File: src/design/olc_otp_consts.svh
// Constants for the OTP program controller
`ifndef OLC_OTP_CONSTS_SVH
`define OLC_OTP_CONSTS_SVH
// ****************************************
// Control register fields
// ****************************************
`define OLC_START_BIT 7
`define OLC_CMD_HI 6
`define OLC_CMD_LO 5
`define OLC_ADDR_HI 3
`define OLC_ADDR_LO 0
// ****************************************
// Array geometry and special bytes
// ****************************************
`define OLC_BYTES 14
`define OLC_LAST_ADDR 4'hd
`define OLC_FLOCK_ADDR 4'h2
`define OLC_ULOCK_ADDR 4'h3
`define OLC_LOCK_BIT 7
`define OLC_FIXED_ADDR 4'ha
// Factory trimming bits per byte, lock bit of byte 2 included
`define OLC_TRIM_MASK 112'h0000_80_00_00_00_00_1f_ff_ff_0f_f0_ff_00
// Bits that do not exist in the array
`define OLC_VOID_MASK 112'h0000_00_00_00_00_00_00_00_00_00_00_00_e0
// Serial-rewritable user bits of the fixed byte
`define OLC_FIXED_WMASK 8'h00
// ****************************************
// Reset values
// ****************************************
`define OLC_CTRL_RST 8'h00
`define OLC_DATA_RST 8'h00
`endif

File: src/design/olc_otp_pkg.sv
// Types shared by the OTP program controller
package olc_otp_pkg;
	// Command codes in the control register
	typedef enum logic [1:0] {
		OLC_CMD_POINT = 2'h0,
		OLC_CMD_READ = 2'h1,
		OLC_CMD_LOAD = 2'h2,
		OLC_CMD_ZAP = 2'h3
	} olc_cmd_type;
	// One-hot controller states
	typedef enum logic [5:0] {
		OLC_ST_BOOT = 6'h01,
		OLC_ST_IDLE = 6'h02,
		OLC_ST_READ = 6'h04,
		OLC_ST_LOAD = 6'h08,
		OLC_ST_ZAP = 6'h10,
		OLC_ST_REFRESH = 6'h20
	} olc_state_type;
	// Configuration fields driven to the ballast logic
	typedef struct packed {
		logic [7:0] dim_duty_1;
		logic [7:0] dim_duty_2;
		logic [6:0] current_1;
		logic [6:0] current_2;
		logic [7:0] short_thr_1;
		logic [7:0] short_thr_2;
		logic diag_mode;
		logic [2:0] boost_rate;
		logic boost_disable_bit;
		logic derating_disable_bit;
		logic [2:0] dim_freq;
	} olc_cfg_type;
	// Serial register write strobe with its data
	typedef struct packed {
		logic wr;
		logic [7:0] wdata;
	} olc_wr_type;
	// Serial configuration write
	typedef struct packed {
		logic wr;
		logic [3:0] addr;
		logic [7:0] wdata;
	} olc_cfg_wr_type;
endpackage

File: src/design/olc_otp_ctrl.sv
// OTP program controller: fuse array, command engine and configuration shadow
//
// Overview of operation
// Array holds 109 bits: 38 trim, 71 user.
// Startup copies array into configuration registers.
// Commands only in test mode, lock-restricted.
// Host keeps test pin high during operations.
// Setting start bit launches selected command.
// Command in bits 6:5, address 3:0.
// Point copies byte to data, no start.
// Read copies byte then refreshes configuration.
// Load shifts data into chain, refreshes.
// Zap burns bitwise, refreshes; ones stay.
// Data write stores byte for load.
// Data read returns stored array byte.
// Address latched at start until done.
// Start bit self-clears when command completes.
// Host zaps only with LEDs off.
// Lock bits once set stay set.
// Factory lock blocks trimming bit programming.
// User lock blocks user parameter programming.
// Serial rewrites allowed except rate, diag mode.
// Bytes 0-3: duty factors and currents.
// Bytes 4-5: individual short thresholds.
// Byte A: diag mode, boost rate, trim.
// Byte D: boost, derating disable, dim freq.
// Control writes ignored while command runs.
`timescale 1ns/1ps
`include "olc_otp_consts.svh"
module olc_otp_ctrl #(
	parameter int BYTES = `OLC_BYTES,
	parameter logic [111:0] FUSE_INIT = 112'h0
) (
	input wire logic sys_clk,
	input wire logic reset_n,
	input wire logic test_enable_pin, // Level, high enables OTP access
	input wire olc_otp_pkg::olc_wr_type ctrl_wr, // control_reg_nine write
	input wire olc_otp_pkg::olc_wr_type data_wr, // control_reg_ten write
	input wire olc_otp_pkg::olc_cfg_wr_type cfg_wr, // Config rewrite
	output logic [7:0] ctrl_rdata, // control_reg_nine read value
	output logic [7:0] data_rdata, // control_reg_ten read value
	output olc_otp_pkg::olc_cfg_type cfg, // Configuration to ballast
	output logic factory_trim_lock, // Level
	output logic user_param_lock // Level
);
	import olc_otp_pkg::*;

	// ****************************************
	// Storage
	// ****************************************
	logic [7:0] fuse [0:BYTES-1]; // Nonvolatile cells
	logic [7:0] shadow [0:BYTES-1]; // Configuration registers
	logic [7:0] load_byte; // Byte for the next load
	logic [7:0] chain; // Programming chain at latched address
	logic start; // Start flag, self-clearing
	olc_cmd_type cmd; // Command field
	logic [3:0] addr; // Address field, latched
	olc_state_type state; // Controller state
	logic [2:0] bit_cnt; // Bit position for load and zap
	logic [7:0] sel_byte; // Array byte at address field
	logic [7:0] burn_mask; // Bits that may be burned now
	logic [111:0] trim_mask; // Factory bits, flattened
	logic [111:0] void_mask; // Absent bits, flattened
	logic launch; // Accepted start

	assign trim_mask = `OLC_TRIM_MASK;
	assign void_mask = `OLC_VOID_MASK;

	// Out-of-range addresses read as zero
	always_comb begin
		sel_byte = 8'h00;
		if (addr <= `OLC_LAST_ADDR) begin
			sel_byte = fuse[addr];
		end
	end

	// lock-aware burn mask for latched byte
	always_comb begin
		burn_mask = 8'h00;
		if (addr <= `OLC_LAST_ADDR) begin
			// factory lock gates trim bits
			// user lock gates user bits
			burn_mask = ~void_mask[111 - 8*addr -: 8] &
				(factory_trim_lock ? ~trim_mask[111 - 8*addr -: 8] : 8'hff) &
				(user_param_lock ? trim_mask[111 - 8*addr -: 8] : 8'hff);
		end
	end

	// start accepted only when idle in test mode
	assign launch = ctrl_wr.wr && ctrl_wr.wdata[`OLC_START_BIT] &&
		test_enable_pin && (state == OLC_ST_IDLE);

	// ****************************************
	// Control register
	// ****************************************
	// Fields update on writes while idle; busy writes are dropped
	always_ff @(posedge sys_clk) begin
		if (!reset_n) begin
			start <= 1'b0;
			cmd <= OLC_CMD_POINT;
			addr <= 4'h0;
		end else if (state == OLC_ST_REFRESH ||
			(state == OLC_ST_READ && cmd == OLC_CMD_POINT)) begin
			// start self-clears at completion
			start <= 1'b0;
		end else if (ctrl_wr.wr && state == OLC_ST_IDLE) begin
			// command and address fields
			// address taken with the start bit
			cmd <= olc_cmd_type'(ctrl_wr.wdata[`OLC_CMD_HI:`OLC_CMD_LO]);
			addr <= ctrl_wr.wdata[`OLC_ADDR_HI:`OLC_ADDR_LO];
			start <= launch;
		end
		// writes while busy fall through here
	end

	// ****************************************
	// Command engine
	// ****************************************
	// Startup refresh, then commands one at a time
	always_ff @(posedge sys_clk) begin
		if (!reset_n) begin
			state <= OLC_ST_BOOT;
			bit_cnt <= 3'h0;
		end else begin
			unique case (state)
				OLC_ST_BOOT: begin
					// startup load
					state <= OLC_ST_REFRESH;
				end
				OLC_ST_IDLE: begin
					bit_cnt <= 3'h0;
					if (launch) begin
						unique case (olc_cmd_type'(ctrl_wr.wdata[`OLC_CMD_HI:`OLC_CMD_LO]))
							OLC_CMD_POINT, OLC_CMD_READ: state <= OLC_ST_READ;
							OLC_CMD_LOAD: state <= OLC_ST_LOAD;
							OLC_CMD_ZAP: state <= OLC_ST_ZAP;
						endcase
					end
				end
				OLC_ST_READ: begin
					// read goes on to refresh, point does not
					state <= (cmd == OLC_CMD_READ) ? OLC_ST_REFRESH : OLC_ST_IDLE;
				end
				OLC_ST_LOAD, OLC_ST_ZAP: begin
					bit_cnt <= bit_cnt + 3'h1;
					if (bit_cnt == 3'h7) begin
						state <= OLC_ST_REFRESH;
					end
				end
				OLC_ST_REFRESH: begin
					state <= OLC_ST_IDLE;
				end
			endcase
		end
	end

	// ****************************************
	// Data register and chain
	// ****************************************
	// serial write keeps byte for load
	always_ff @(posedge sys_clk) begin
		if (!reset_n) begin
			load_byte <= `OLC_DATA_RST;
		end else if (data_wr.wr) begin
			load_byte <= data_wr.wdata;
		end
	end

	// chain takes the data byte one bit per cycle, LSB first
	always_ff @(posedge sys_clk) begin
		if (!reset_n) begin
			chain <= 8'h00;
		end else if (state == OLC_ST_LOAD) begin
			chain <= {load_byte[bit_cnt], chain[7:1]};
		end
	end

	// read value comes from the array, not the write
	always_ff @(posedge sys_clk) begin
		if (!reset_n) begin
			data_rdata <= `OLC_DATA_RST;
		end else if (state == OLC_ST_READ) begin
			// copy on read command
			data_rdata <= sel_byte;
		end else if (state == OLC_ST_IDLE && cmd == OLC_CMD_POINT && test_enable_pin) begin
			// point tracks the cell without start
			data_rdata <= sel_byte;
		end
	end

	// Read view of the control register
	always_ff @(posedge sys_clk) begin
		if (!reset_n) begin
			ctrl_rdata <= `OLC_CTRL_RST;
		end else begin
			ctrl_rdata <= {next_start_view(), cmd, 1'b0, addr};
		end
	end

	// Keeps the start view aligned with the cleared flag
	function automatic logic next_start_view();
		next_start_view = start && !(state == OLC_ST_REFRESH ||
			(state == OLC_ST_READ && cmd == OLC_CMD_POINT));
	endfunction

	// ****************************************
	// Fuse array and configuration shadow
	// ****************************************
	// fourteen bytes, 109 real bits
	// Cells re-sense FUSE_INIT at reset, standing in for the macro; byte 0 sits in the top bits
	for (genvar b = 0; b < BYTES; b++) begin : g_byte
		always_ff @(posedge sys_clk) begin
			if (!reset_n) begin
				fuse[b] <= FUSE_INIT[111 - 8*b -: 8] & ~void_mask[111 - 8*b -: 8];
			end else if (state == OLC_ST_ZAP && addr == 4'(b) &&
				chain[bit_cnt] && burn_mask[bit_cnt]) begin
				// one bit per cycle; burning only sets
				// locks can only be set
				fuse[b][bit_cnt] <= 1'b1;
			end
		end

		always_ff @(posedge sys_clk) begin
			if (!reset_n) begin
				shadow[b] <= 8'h00;
			end else if (state == OLC_ST_REFRESH) begin
				// full reload from the array
				shadow[b] <= fuse[b];
			end else if (cfg_wr.wr && cfg_wr.addr == 4'(b)) begin
				// rate and diag mode stay from the array
				if (4'(b) == `OLC_FIXED_ADDR) begin
					shadow[b] <= (cfg_wr.wdata & `OLC_FIXED_WMASK) |
						(shadow[b] & ~`OLC_FIXED_WMASK);
				end else begin
					shadow[b] <= (cfg_wr.wdata & ~trim_mask[111 - 8*b -: 8]) |
						(shadow[b] & trim_mask[111 - 8*b -: 8]);
				end
			end
		end
	end

	// field placement
	always_ff @(posedge sys_clk) begin
		if (!reset_n) begin
			cfg <= '0;
		end else begin
			cfg.dim_duty_1 <= shadow[0];
			cfg.dim_duty_2 <= shadow[1];
			cfg.current_1 <= shadow[2][6:0];
			cfg.current_2 <= shadow[3][6:0];
			cfg.short_thr_1 <= shadow[4];
			cfg.short_thr_2 <= shadow[5];
			cfg.diag_mode <= shadow[10][7];
			cfg.boost_rate <= shadow[10][6:4];
			cfg.boost_disable_bit <= shadow[13][4];
			cfg.derating_disable_bit <= shadow[13][3];
			cfg.dim_freq <= shadow[13][2:0];
		end
	end

	// lock bits follow their cells
	always_ff @(posedge sys_clk) begin
		if (!reset_n) begin
			factory_trim_lock <= 1'b0;
			user_param_lock <= 1'b0;
		end else begin
			factory_trim_lock <= fuse[`OLC_FLOCK_ADDR][`OLC_LOCK_BIT];
			user_param_lock <= fuse[`OLC_ULOCK_ADDR][`OLC_LOCK_BIT];
		end
	end
endmodule

File: config.mk
export PLATFORM = sky130hd
export DESIGN_NAME = olc_otp_ctrl
export DESIGN_NICKNAME = d
export VERILOG_FILES = /design/src/design/olc_otp_pkg.sv /design/src/design/olc_otp_ctrl.sv
export VERILOG_INCLUDE_DIRS = /design/src /design/src/design
export SDC_FILE = /design/constraint.sdc
export NUM_CORES = 1
export LEC_CHECK = 0
export ABC_AREA = 1
export BUFFER_PORTS_ARGS = -buffer_cell sky130_fd_sc_hd__buf_2
export CAP_MARGIN = 40
export CORE_MARGIN = 2
export CORE_UTILIZATION = 35
export DETAILED_ROUTE_END_ITERATION = 8
export SYNTH_ARGS = -nofsm -noshare
export SYNTH_HDL_FRONTEND = slang
export SYNTH_SLANG_ARGS = --single-unit
File: constraint.sdc
create_clock -name sys_clk -period 2.4 [get_ports sys_clk]
set_input_delay 0 -clock sys_clk [delete_from_list [all_inputs] [get_ports sys_clk]]
set_output_delay 0 -clock sys_clk [all_outputs]
set_load 0.02 [all_outputs]
## Yosys cells after proc, flatten, opt, wreduce, memory -nomap -nowiden

Memories as Yosys holds them, arrays and structs flattened. A register that Yosys moved wholly into a read port is not among the register bits.
Cells that the tools add are included.

| operators by class | value |
|---|---|
| muxes and demuxes | 264 |
| bitwise logic cells | 149 |
| reductions and logical operators | 89 |
| add/subtract/negate cells | 2 |
| $lt $le $gt $ge | 3 |
| shifts and indexed selects | 2 |
| equal/unequal tests | 42 |

Operator list:

| cell | count |
|---|---|
| 8-bit 2-to-1 mux | 48 |
| 119-bit by 33-bit variable part select with 8-bit output (first input constant) | 2 |
| 1-bit 2-to-1 mux | 204 |
| 1-bit OR | 140 |
| 1-bit logical AND | 65 |
| 4-bit equality test (second input constant) | 12 |
| 4-bit by 3-bit equality test with 1-bit output (second input constant) | 8 |
| 6-bit one-hot mux with 5 select lines | 1 |
| 6-bit 2-to-1 mux | 3 |
| 6-bit one-hot mux with 3 select lines | 1 |
| 8-bit bitwise AND | 2 |
| 4-bit by 2-bit equality test with 1-bit output (second input constant) | 4 |
| 8-bit inverter | 2 |
| 2-bit AND reduction | 5 |
| 1-bit binary-select mux with 3-bit select | 3 |
| 1-bit logical NOT | 9 |
| 4-bit by 1-bit equality test with 1-bit output (second input constant) | 2 |
| 4-bit logical NOT | 2 |
| 4-bit 2-to-1 mux | 2 |
| 4-bit by 8-bit OR with 8-bit output | 1 |
| 7-bit by 8-bit OR with 8-bit output | 1 |
| 8-bit by 5-bit OR with 8-bit output | 1 |
| 7-bit by 7-bit subtractor with 8-bit output (first input constant) | 1 |
| 6-bit by 1-bit equality test with 1-bit output (second input constant) | 1 |
| other kinds (21) | 31 |

| storage, ports and cells | value |
|---|---|
| word-level logic and storage cells | 566 |
| input bits | 34 |
| output and inout bits | 73 |
| register bits | 59 |
| memories | 2 |
| RAM bits | 224 |

Memory list:

| memory | depth | width | rd ports | clocked after Yosys merged registers in | write ports | RTL line | RTL |
|---|---|---|---|---|---|---|---|
| fuse | 14 | 8 | 17 | 3 | 14 | olc_otp_ctrl.sv:51 | `logic [7:0] fuse [0:BYTES-1];` |
| shadow | 14 | 8 | 10 | 6 | 14 | olc_otp_ctrl.sv:52 | `logic [7:0] shadow [0:BYTES-1];` |

## Longest topological paths before layout

Gate-level depths: netlist of the first run.

| logic depth | value |
|---|---|
| depth in word-level cells | 14 |
| gate-level depth with buffers | 15 |
| depth with buffers taken out | 13 |

## Least setup slack after synthesis of the first run

Ideal clock, no wire load.

| timing path | value |
|---|---|
| path kind | register -> register |
| start point | register addr[2] |
| end point | memory fuse[9][1] (enable) |
| setup time | 0.311 ns |
| required time | 2.089 ns |
| data arrival time | 1.881 ns |
| stages on the path, launching flop included | 15 |
| path buffers | 2 |
| path slack | 0.209 ns |
| clock period less this slack | 2.191 ns |
| path through | dfxtp_1 ha_1 inv_1 nor2_1 nand2_1 nand3_1 nor2_1 nand3_1 nand2_1 nor2_1 nor2_2 buf_6 nand2_2 buf_6 o21ai_0 |

RTL lines:

| what | RTL line | RTL |
|---|---|---|
| from (decl) | olc_otp_ctrl.sv:57 | `logic [3:0] addr;` |
| from (signal assigned) | olc_otp_ctrl.sv:110 | `` addr <= ctrl_wr.wdata[`OLC_ADDR_HI:`OLC_ADDR_LO]; `` |
| to (decl) | olc_otp_ctrl.sv:51 |  |

==> results of run 1 <==
==> stage by stage <==
stage               setup slack, ns  cell area (um2)
global placement            0.07073            13210
finish                      0.03045            14950
CTS                        0.003811            14610
global route               -0.06167            14950
detailed placement         -0.01123            13210
floorplan                    0.2087            12100
==> cell families (layout without fill, tap and decap cells) <==
family,Yosys count,after routing
AND/OR/NAND/NOR,566,566
adder cells (fa/ha/maj),3,3
AO/OA/AOI/OAI,306,306
flip-flops,275,275
buffers and inverters,219,389
other,1,1
==> routing by layer <==
metal,global-route usage,vias to the layer above
met1,0.2282,4687
met4,0.06440,0
met3,0.02251,73
met2,0.3098,366
met5,0,-
li1,-,4900
==> layout make-up <==
cell class,count,area share
clock buffer,51,0.06193
clock inverter,3,0.002092
inverter,133,0.03339
multi-input combinational,876,0.2915
sequential,275,0.4751
tap,455,0.03808
timing repair buffer,202,0.09792
==> synth_stat cells, drive strengths merged (2+ instances only) <==
master  count
o21ai     228
nor2      219
nand2     209
edfxtp    159
inv       131
dfxtp     116
nand3     107
clkbuf     72
a21oi      39
o22ai      29
buf        14
nor3       14
nand4      11
nor3b       4
o211ai      4
a31oi       3
ha          3
a221oi      2
clkinv      2
==> worst paths after layout <==
path                                    from           end  slack [ns]  cells after the start
worst max-delay path                 reset_n  load_byte[3]        0.03                      7
worst min register to register  shadow[5][5]       cfg[14]        0.42                      2
worst max register to register       addr[1]    fuse[0][4]        0.10                     15
worst min-delay path              cfg_wr[12]  shadow[1][7]        0.07                      5
==> registers in the layout, indices dropped and copies added (netlist names), 6 cells and up, named ones only <==
name        flops
chain           8
cfg            55
shadow         55
fuse          112
state           6
ctrl_rdata      7
load_byte       8
data_rdata      8
==> power by group <==
group / switching (mW) / internal [mW]
registers: 0.0767 / 5.19
clock network: 1.83 / 2.61
logic: 0.461 / 0.246
==> timing repair <==
item / 4_1_cts / 5_1_grt
gates cloned: 0 / 1
hold buffers: 44 / 0
endpoints found under the hold margin: 86 / 0
gates resized for setup: 1 / 129
endpoints found under the setup margin: 1 / 152
setup buffers: 0 / 8
pin swaps: 0 / 3
==> worst min-delay path, stage by stage <==
cell	delay [ns]
buf_2	0.14
nand2_1	0.09
nor2_1	0.07
nand2_1	0.09
o21ai_0	0.07
==> results.py, run 1 <==
metrics = {
    "outcome": {
        "run_status": "finished clean",
    },
    "grt": {
        "grtUsageTotal": 0.1784,
        "grt_pass1_vias": 9494,
        "grt_max_degree": 186,
        "grt_pass1_wl_um": 50870,
        "gr-total-overflow": 0,
        "antenna_found_initial": 0,
    },
    "hold_path": {
        "hold_path_class": "in -> reg",
    },
    "clock_network": {
        "insertion_delay_ns": 0.57,
        "cts_buffers": 29,
        "htreeDepth": 1,
        "cts.reportedPaths.clkPinSlew_ns": 0.06,
        "clock_tree.root_cell": "clkbuf_16",
        "cts_sinks": 275,
        "cts_tree": "built",
        "clockBufferDepth": 3,
    },
    "placement": {
        "hpwl_um": 22740,
        "gp_congestion": 0.8794,
        "dp.cells": 1888,
        "io_buffers": 104,
    },
    "die": {
        "start_util": 0.3529,
        "core_area_mm2": 0.03429,
        "die_w_um": 189.9,
        "rows": 68,
        "ioPinCount": 107,
        "dieHeight_um": 189.9,
        "die-area_mm2": 0.03608,
    },
    "sta": {
        "hold_viol_final": 0,
        "clock_skew_ns": 0.009832,
        "finalMaxSlewViolations": 0,
        "worst_slew_margin_rel": 0.4183,
        "min_period_over_period": 0.9873,
        "tightest_slew_ns": 0.8725,
        "fin_crit_ns": 2.370,
        "fin_setup_tns_ns": 0,
        "rsz0062_at_grt": "yes",
        "max_freq_mhz": 422.0,
        "setup_viol": 0,
        "hold_slack_ns": 0.07233,
    },
    "detailed_routing": {
        "wl_met1_um": 13760,
        "finalWirelength_um": 32620,
        "wl_met2_um": 15630,
        "drc_errors": 0,
        "drtIter0Drc": 772,
        "first_pass_iters": 6,
        "viasPerCell": 5.026,
        "antenna_left": 0,
        "wire_per_inst_um": 16.35,
        "maxUsedRoutingLayer": "met4",
        "vias": 10026,
        "dr_wl_met3_um": 2012,
    },
    "finish": {
        "final_common_cell": "nor2_1",
        "final_cell_mix": "nor2_1 (213), nand2_1 (194), edfxtp_1 (159)",
        "final-seq-area_mm2": 0.007103,
        "multi_input_area_mm2": 0.004358,
        "nets": 1554,
        "fill_cells": 3328,
        "diodes": 0,
        "drive_above_1_share": 0.1773,
        "area_growth_pct": 23.56,
        "fin_cells": 1995,
        "fin_util": 0.4360,
    },
    "synthesis": {
        "synth_nets": 1407,
        "synth-warning-count": 0,
        "synth_area_per_cell_um2": 8.832,
        "synthMuxAreaShare": 0,
        "synth_top_area_frac": 0.3946,
        "async_flop_share": 0,
        "yosysTopAreaCell": "edfxtp_1",
        "ys_seq_elements": 275,
        "yosys.area_share.simple": 0.2060,
        "postSynthCellCount": 1370,
        "synth_compound_area_frac": 0.1315,
        "synth-xor-area-share": 0,
        "synth-edff-count": 159,
        "synth_top_family_by_area": "simple AND/OR/NAND/NOR gates",
        "synth_area_mm2": 0.01210,
        "ys.flop_type": "edfxtp_1",
        "synth_cell_types": 39,
        "yosysSeqAreaShare": 0.5865,
        "synth_area_leaders": "edfxtp_1 (39%), dfxtp_1 (19%), o21ai_0 (8.4%), nor2_1 (6.7%), nand2_1 (6.3%)",
        "synthAdderAreaFrac": 0.003102,
    },
    "worst_setup_path": {
        "crit_family": "buffers and inverters",
        "cp_slowest_stage_delay_ns": 0.61,
        "crit_chain": "dlygate4sd3_1 > buf_6 > buf_12 > o21ai_0 > dlygate4sd3_1 > a21oi_1 > dlygate4sd3_1",
        "cpMostUsedCell": "dlygate4sd3_1",
        "startpoint_type": "primary input",
        "end_kind": "flop",
        "cp.required_ns": 2.91,
        "crit_slowest_cell": "dlygate4sd3_1",
        "cp.arrival_ns": 2.88,
        "worstSetupPathType": "in -> reg",
        "worst-path-buf-inv": 5,
        "path_max_fanout": 185,
    },
    "power": {
        "ir_drop_mv": 0.5834,
        "powerDensity_mw_per_mm2": 696.5,
        "power_mw": 10.41,
        "total_leakage_power_nw": 6.235,
    },
    "run": {
        "cap_violations": 0,
    },
}
Power figures use the tool's default switching activity.
==> run 2: changes to the inputs <==
--- a/config.mk
+++ b/config.mk
@@ -10,8 +10,9 @@
 export BUFFER_PORTS_ARGS = -buffer_cell sky130_fd_sc_hd__buf_2
 export CAP_MARGIN = 40
 export CORE_MARGIN = 2
-export CORE_UTILIZATION = 35
+export CORE_UTILIZATION = 55
 export DETAILED_ROUTE_END_ITERATION = 8
+export PLACE_DENSITY = 0.75
 export SYNTH_ARGS = -nofsm -noshare
 export SYNTH_HDL_FRONTEND = slang
 export SYNTH_SLANG_ARGS = --single-unit
==> results.py, run 2 (synthesis results as in run 1) <==
metrics = {
    "sta": {
        "finalMaxSlewViolations": 0,
        "fin_crit_ns": 2.330,
        "tightest_slew_ns": 0.8929,
        "clock_skew_ns": 0.01590,
        "rsz0062_at_grt": "yes",
        "min_period_over_period": 0.9710,
        "worst_slew_margin_rel": 0.4047,
        "max_freq_mhz": 429.1,
        "worst_slack_ns": 0.06959,
        "hold_viol_final": 0,
        "setup_viol": 0,
    },
    "detailed_routing": {
        "first_pass_iters": 6,
        "finalWirelength_um": 32330,
        "drtIter0Drc": 1264,
        "drc_errors": 0,
        "antenna_left": 0,
        "wire_per_inst_um": 17.75,
        "viasPerCell": 5.727,
        "vias": 10428,
    },
    "die": {
        "dieHeight_um": 152.3,
        "ioPinCount": 107,
        "core_area_mm2": 0.02169,
        "rows": 54,
        "start_util": 0.5579,
        "die_w_um": 152.3,
        "die-area_mm2": 0.02320,
    },
    "hold_path": {
        "holdPathEnd": "shadow[2][3]",
        "whs_path_depth": 4,
        "hold_path_class": "in -> reg",
        "hp-start": "cfg_wr[8]",
    },
    "clock_network": {
        "cts_sinks": 275,
        "insertion_delay_ns": 0.56,
        "clockBufferDepth": 3,
        "cts.reportedPaths.clkPinSlew_ns": 0.06,
        "htreeDepth": 1,
        "clock_tree.root_cell": "clkbuf_16",
        "cts_buffers": 28,
        "cts_tree": "built",
    },
    "worst_setup_path": {
        "worst-path-buf-inv": 3,
        "worstReg2RegStart": "addr[1]",
        "crit_family": "simple AND/OR/NAND/NOR gates",
        "end_kind": "flop",
        "ff2ff_setup_slack_ns": 0.07,
        "startpoint_type": "flop",
        "worstSetupPathType": "reg -> reg",
        "cp.required_ns": 2.67,
        "path_max_fanout": 8,
        "r2r_cells": 15,
        "crit_slowest_cell": "dfxtp_2",
        "cp.arrival_ns": 2.60,
        "cpMostUsedCell": "nand2_1",
        "r2r_end": "fuse[0][2]",
        "crit_chain": "ha_4 > inv_1 > nand2_1 > nand2_2 > nor2_2 > nand2_1 > nand2_1 > nand3_1 > nand2_1 > nand3_2 > nor2_4 > buf_12 > buf_12 > nand2_8 > o21ai_1",
        "cp_slowest_stage_delay_ns": 0.35,
    },
    "power": {
        "ir_drop_mv": 0.5771,
        "power.share.sequential": 0.512,
        "pwr-share-clk": 0.420,
        "power_mw": 10.29,
        "switchingPower_mw": 2.361,
        "switching_share": 0.2294,
        "total_leakage_power_nw": 6.250,
        "powerDensity_mw_per_mm2": 697.0,
        "pwr-share-comb": 0.069,
        "internal_power_mw": 7.930,
    },
    "grt": {
        "gr-total-overflow": 0,
        "grt_pass1_vias": 9638,
        "grtUsageTotal": 0.2650,
        "antenna_found_initial": 0,
        "grt_max_degree": 98,
        "grt_pass1_wl_um": 49600,
    },
    "placement": {
        "hpwl_um": 20970,
        "place_ws_ns": -0.01924,
        "dp.cells": 1716,
        "place_area_mm2": 0.01304,
        "gp_congestion": 0.9201,
        "io_buffers": 104,
    },
    "finish": {
        "fin_cells": 1821,
        "final_cell_mix": "nor2_1 (213), nand2_1 (193), o21ai_0 (180)",
        "stdcell_area_mm2": 0.01476,
        "reg_top3": "fuse (112), cfg (55), shadow (55)",
        "drive_above_1_share": 0.1849,
        "final_common_cell": "nor2_1",
        "nets": 1556,
        "area_growth_pct": 22.01,
        "diodes": 0,
        "largest_reg_flops": 112,
        "top_register": "fuse",
    },
    "outcome": {
        "run_status": "finished clean",
    },
    "run": {
        "cap_violations": 0,
    },
}
## run 2: changes by cell type in the layout (fill, tap and decap cells not counted), sizes merged
cell	before	now
buf	157	162
bufinv	0	1
clkbuf	52	42
clkinv	3	11
clkinvlp	0	1
dlygate4sd3	44	41
inv	133	131
nand2	209	210
## run 2: worst register-to-register path, cell delays in order (launching register included)
cell and delay [ns]:
dfxtp_2 0.35, ha_4 0.14, inv_1 0.05, nand2_1 0.07, nand2_2 0.06, nor2_2 0.13, nand2_1 0.08, nand2_1 0.06
nand3_1 0.09, nand2_1 0.10, nand3_2 0.09, nor2_4 0.24, buf_12 0.18, buf_12 0.16, nand2_8 0.10, o21ai_1 0.16
## run 2: repair_timing
| item | in CTS | in global routing |
|---|---|---|
| setup endpoints to repair | 2 | 198 |
| hold buffers | 41 | 0 |
| pin swaps | 0 | 12 |
| resized for setup | 3 | 88 |
| endpoints found under the hold margin | 83 | 0 |
| setup buffers | 0 | 10 |
| cloned | 0 | 2 |
## run 2: worst max path at each step
stage	endpoint	from	depth (start not counted)	slack, ns
finish	fuse[0][2]	addr[1]	15	0.07
global route	fuse[13][7]	state[0]	8	-0.06
CTS	fuse[7][4]	addr[1]	14	-0.0006
detailed placement	fuse[4][6]	addr[1]	12	-0.02
global placement	fuse[5][2]	addr[2]	12	0.07
floorplan	fuse[9][1]	addr[2]	14	0.21
## run 2: layout make-up
cell class | count | area [um2]
multi-input combinational | 877 | 4382
clock inverter | 11 | 105.1
timing repair buffer | 204 | 1500
fill | 1632 | 6924
tap | 280 | 350.3
sequential | 275 | 7103
inverter | 133 | 499.2
clock buffer | 41 | 824.5
## run 2: stage by stage
stage | setup TNS [ns] | util | hold slack, ns
final | 0 | 0.6807 | 0.07758
after detailed placement | -0.02280 | 0.6012 | 0.2272
after global routing | -0.9577 | 0.6807 | 0.1059
after global placement | 0 | 0.6012 | 0.2199
after floorplan | 0 | - | 0.07765
after CTS | -0.0006246 | 0.6631 | 0.04974
## run 2: per-layer routing
layer  wire length, um  GRT usage  part of all wire  up-vias
li1                  -          -                 -     4902
met1             12220     0.3403              0.38     4801
met2             15700     0.4547              0.49      601
met3              2815    0.03441             0.087      124
met4              1599     0.1117             0.049        0
met5                 0          0                 0        -
## run 2: power groups by stage
stage               Combinational [mW]  Clock [mW]  Sequential (mW)
CTS                              0.660        4.34             5.26
detailed placement               0.604           0             5.36
finish                           0.709        4.32             5.26
global route                     0.768        4.54             5.28
floorplan                        0.338           0             5.41
global placement                 0.589           0             5.36
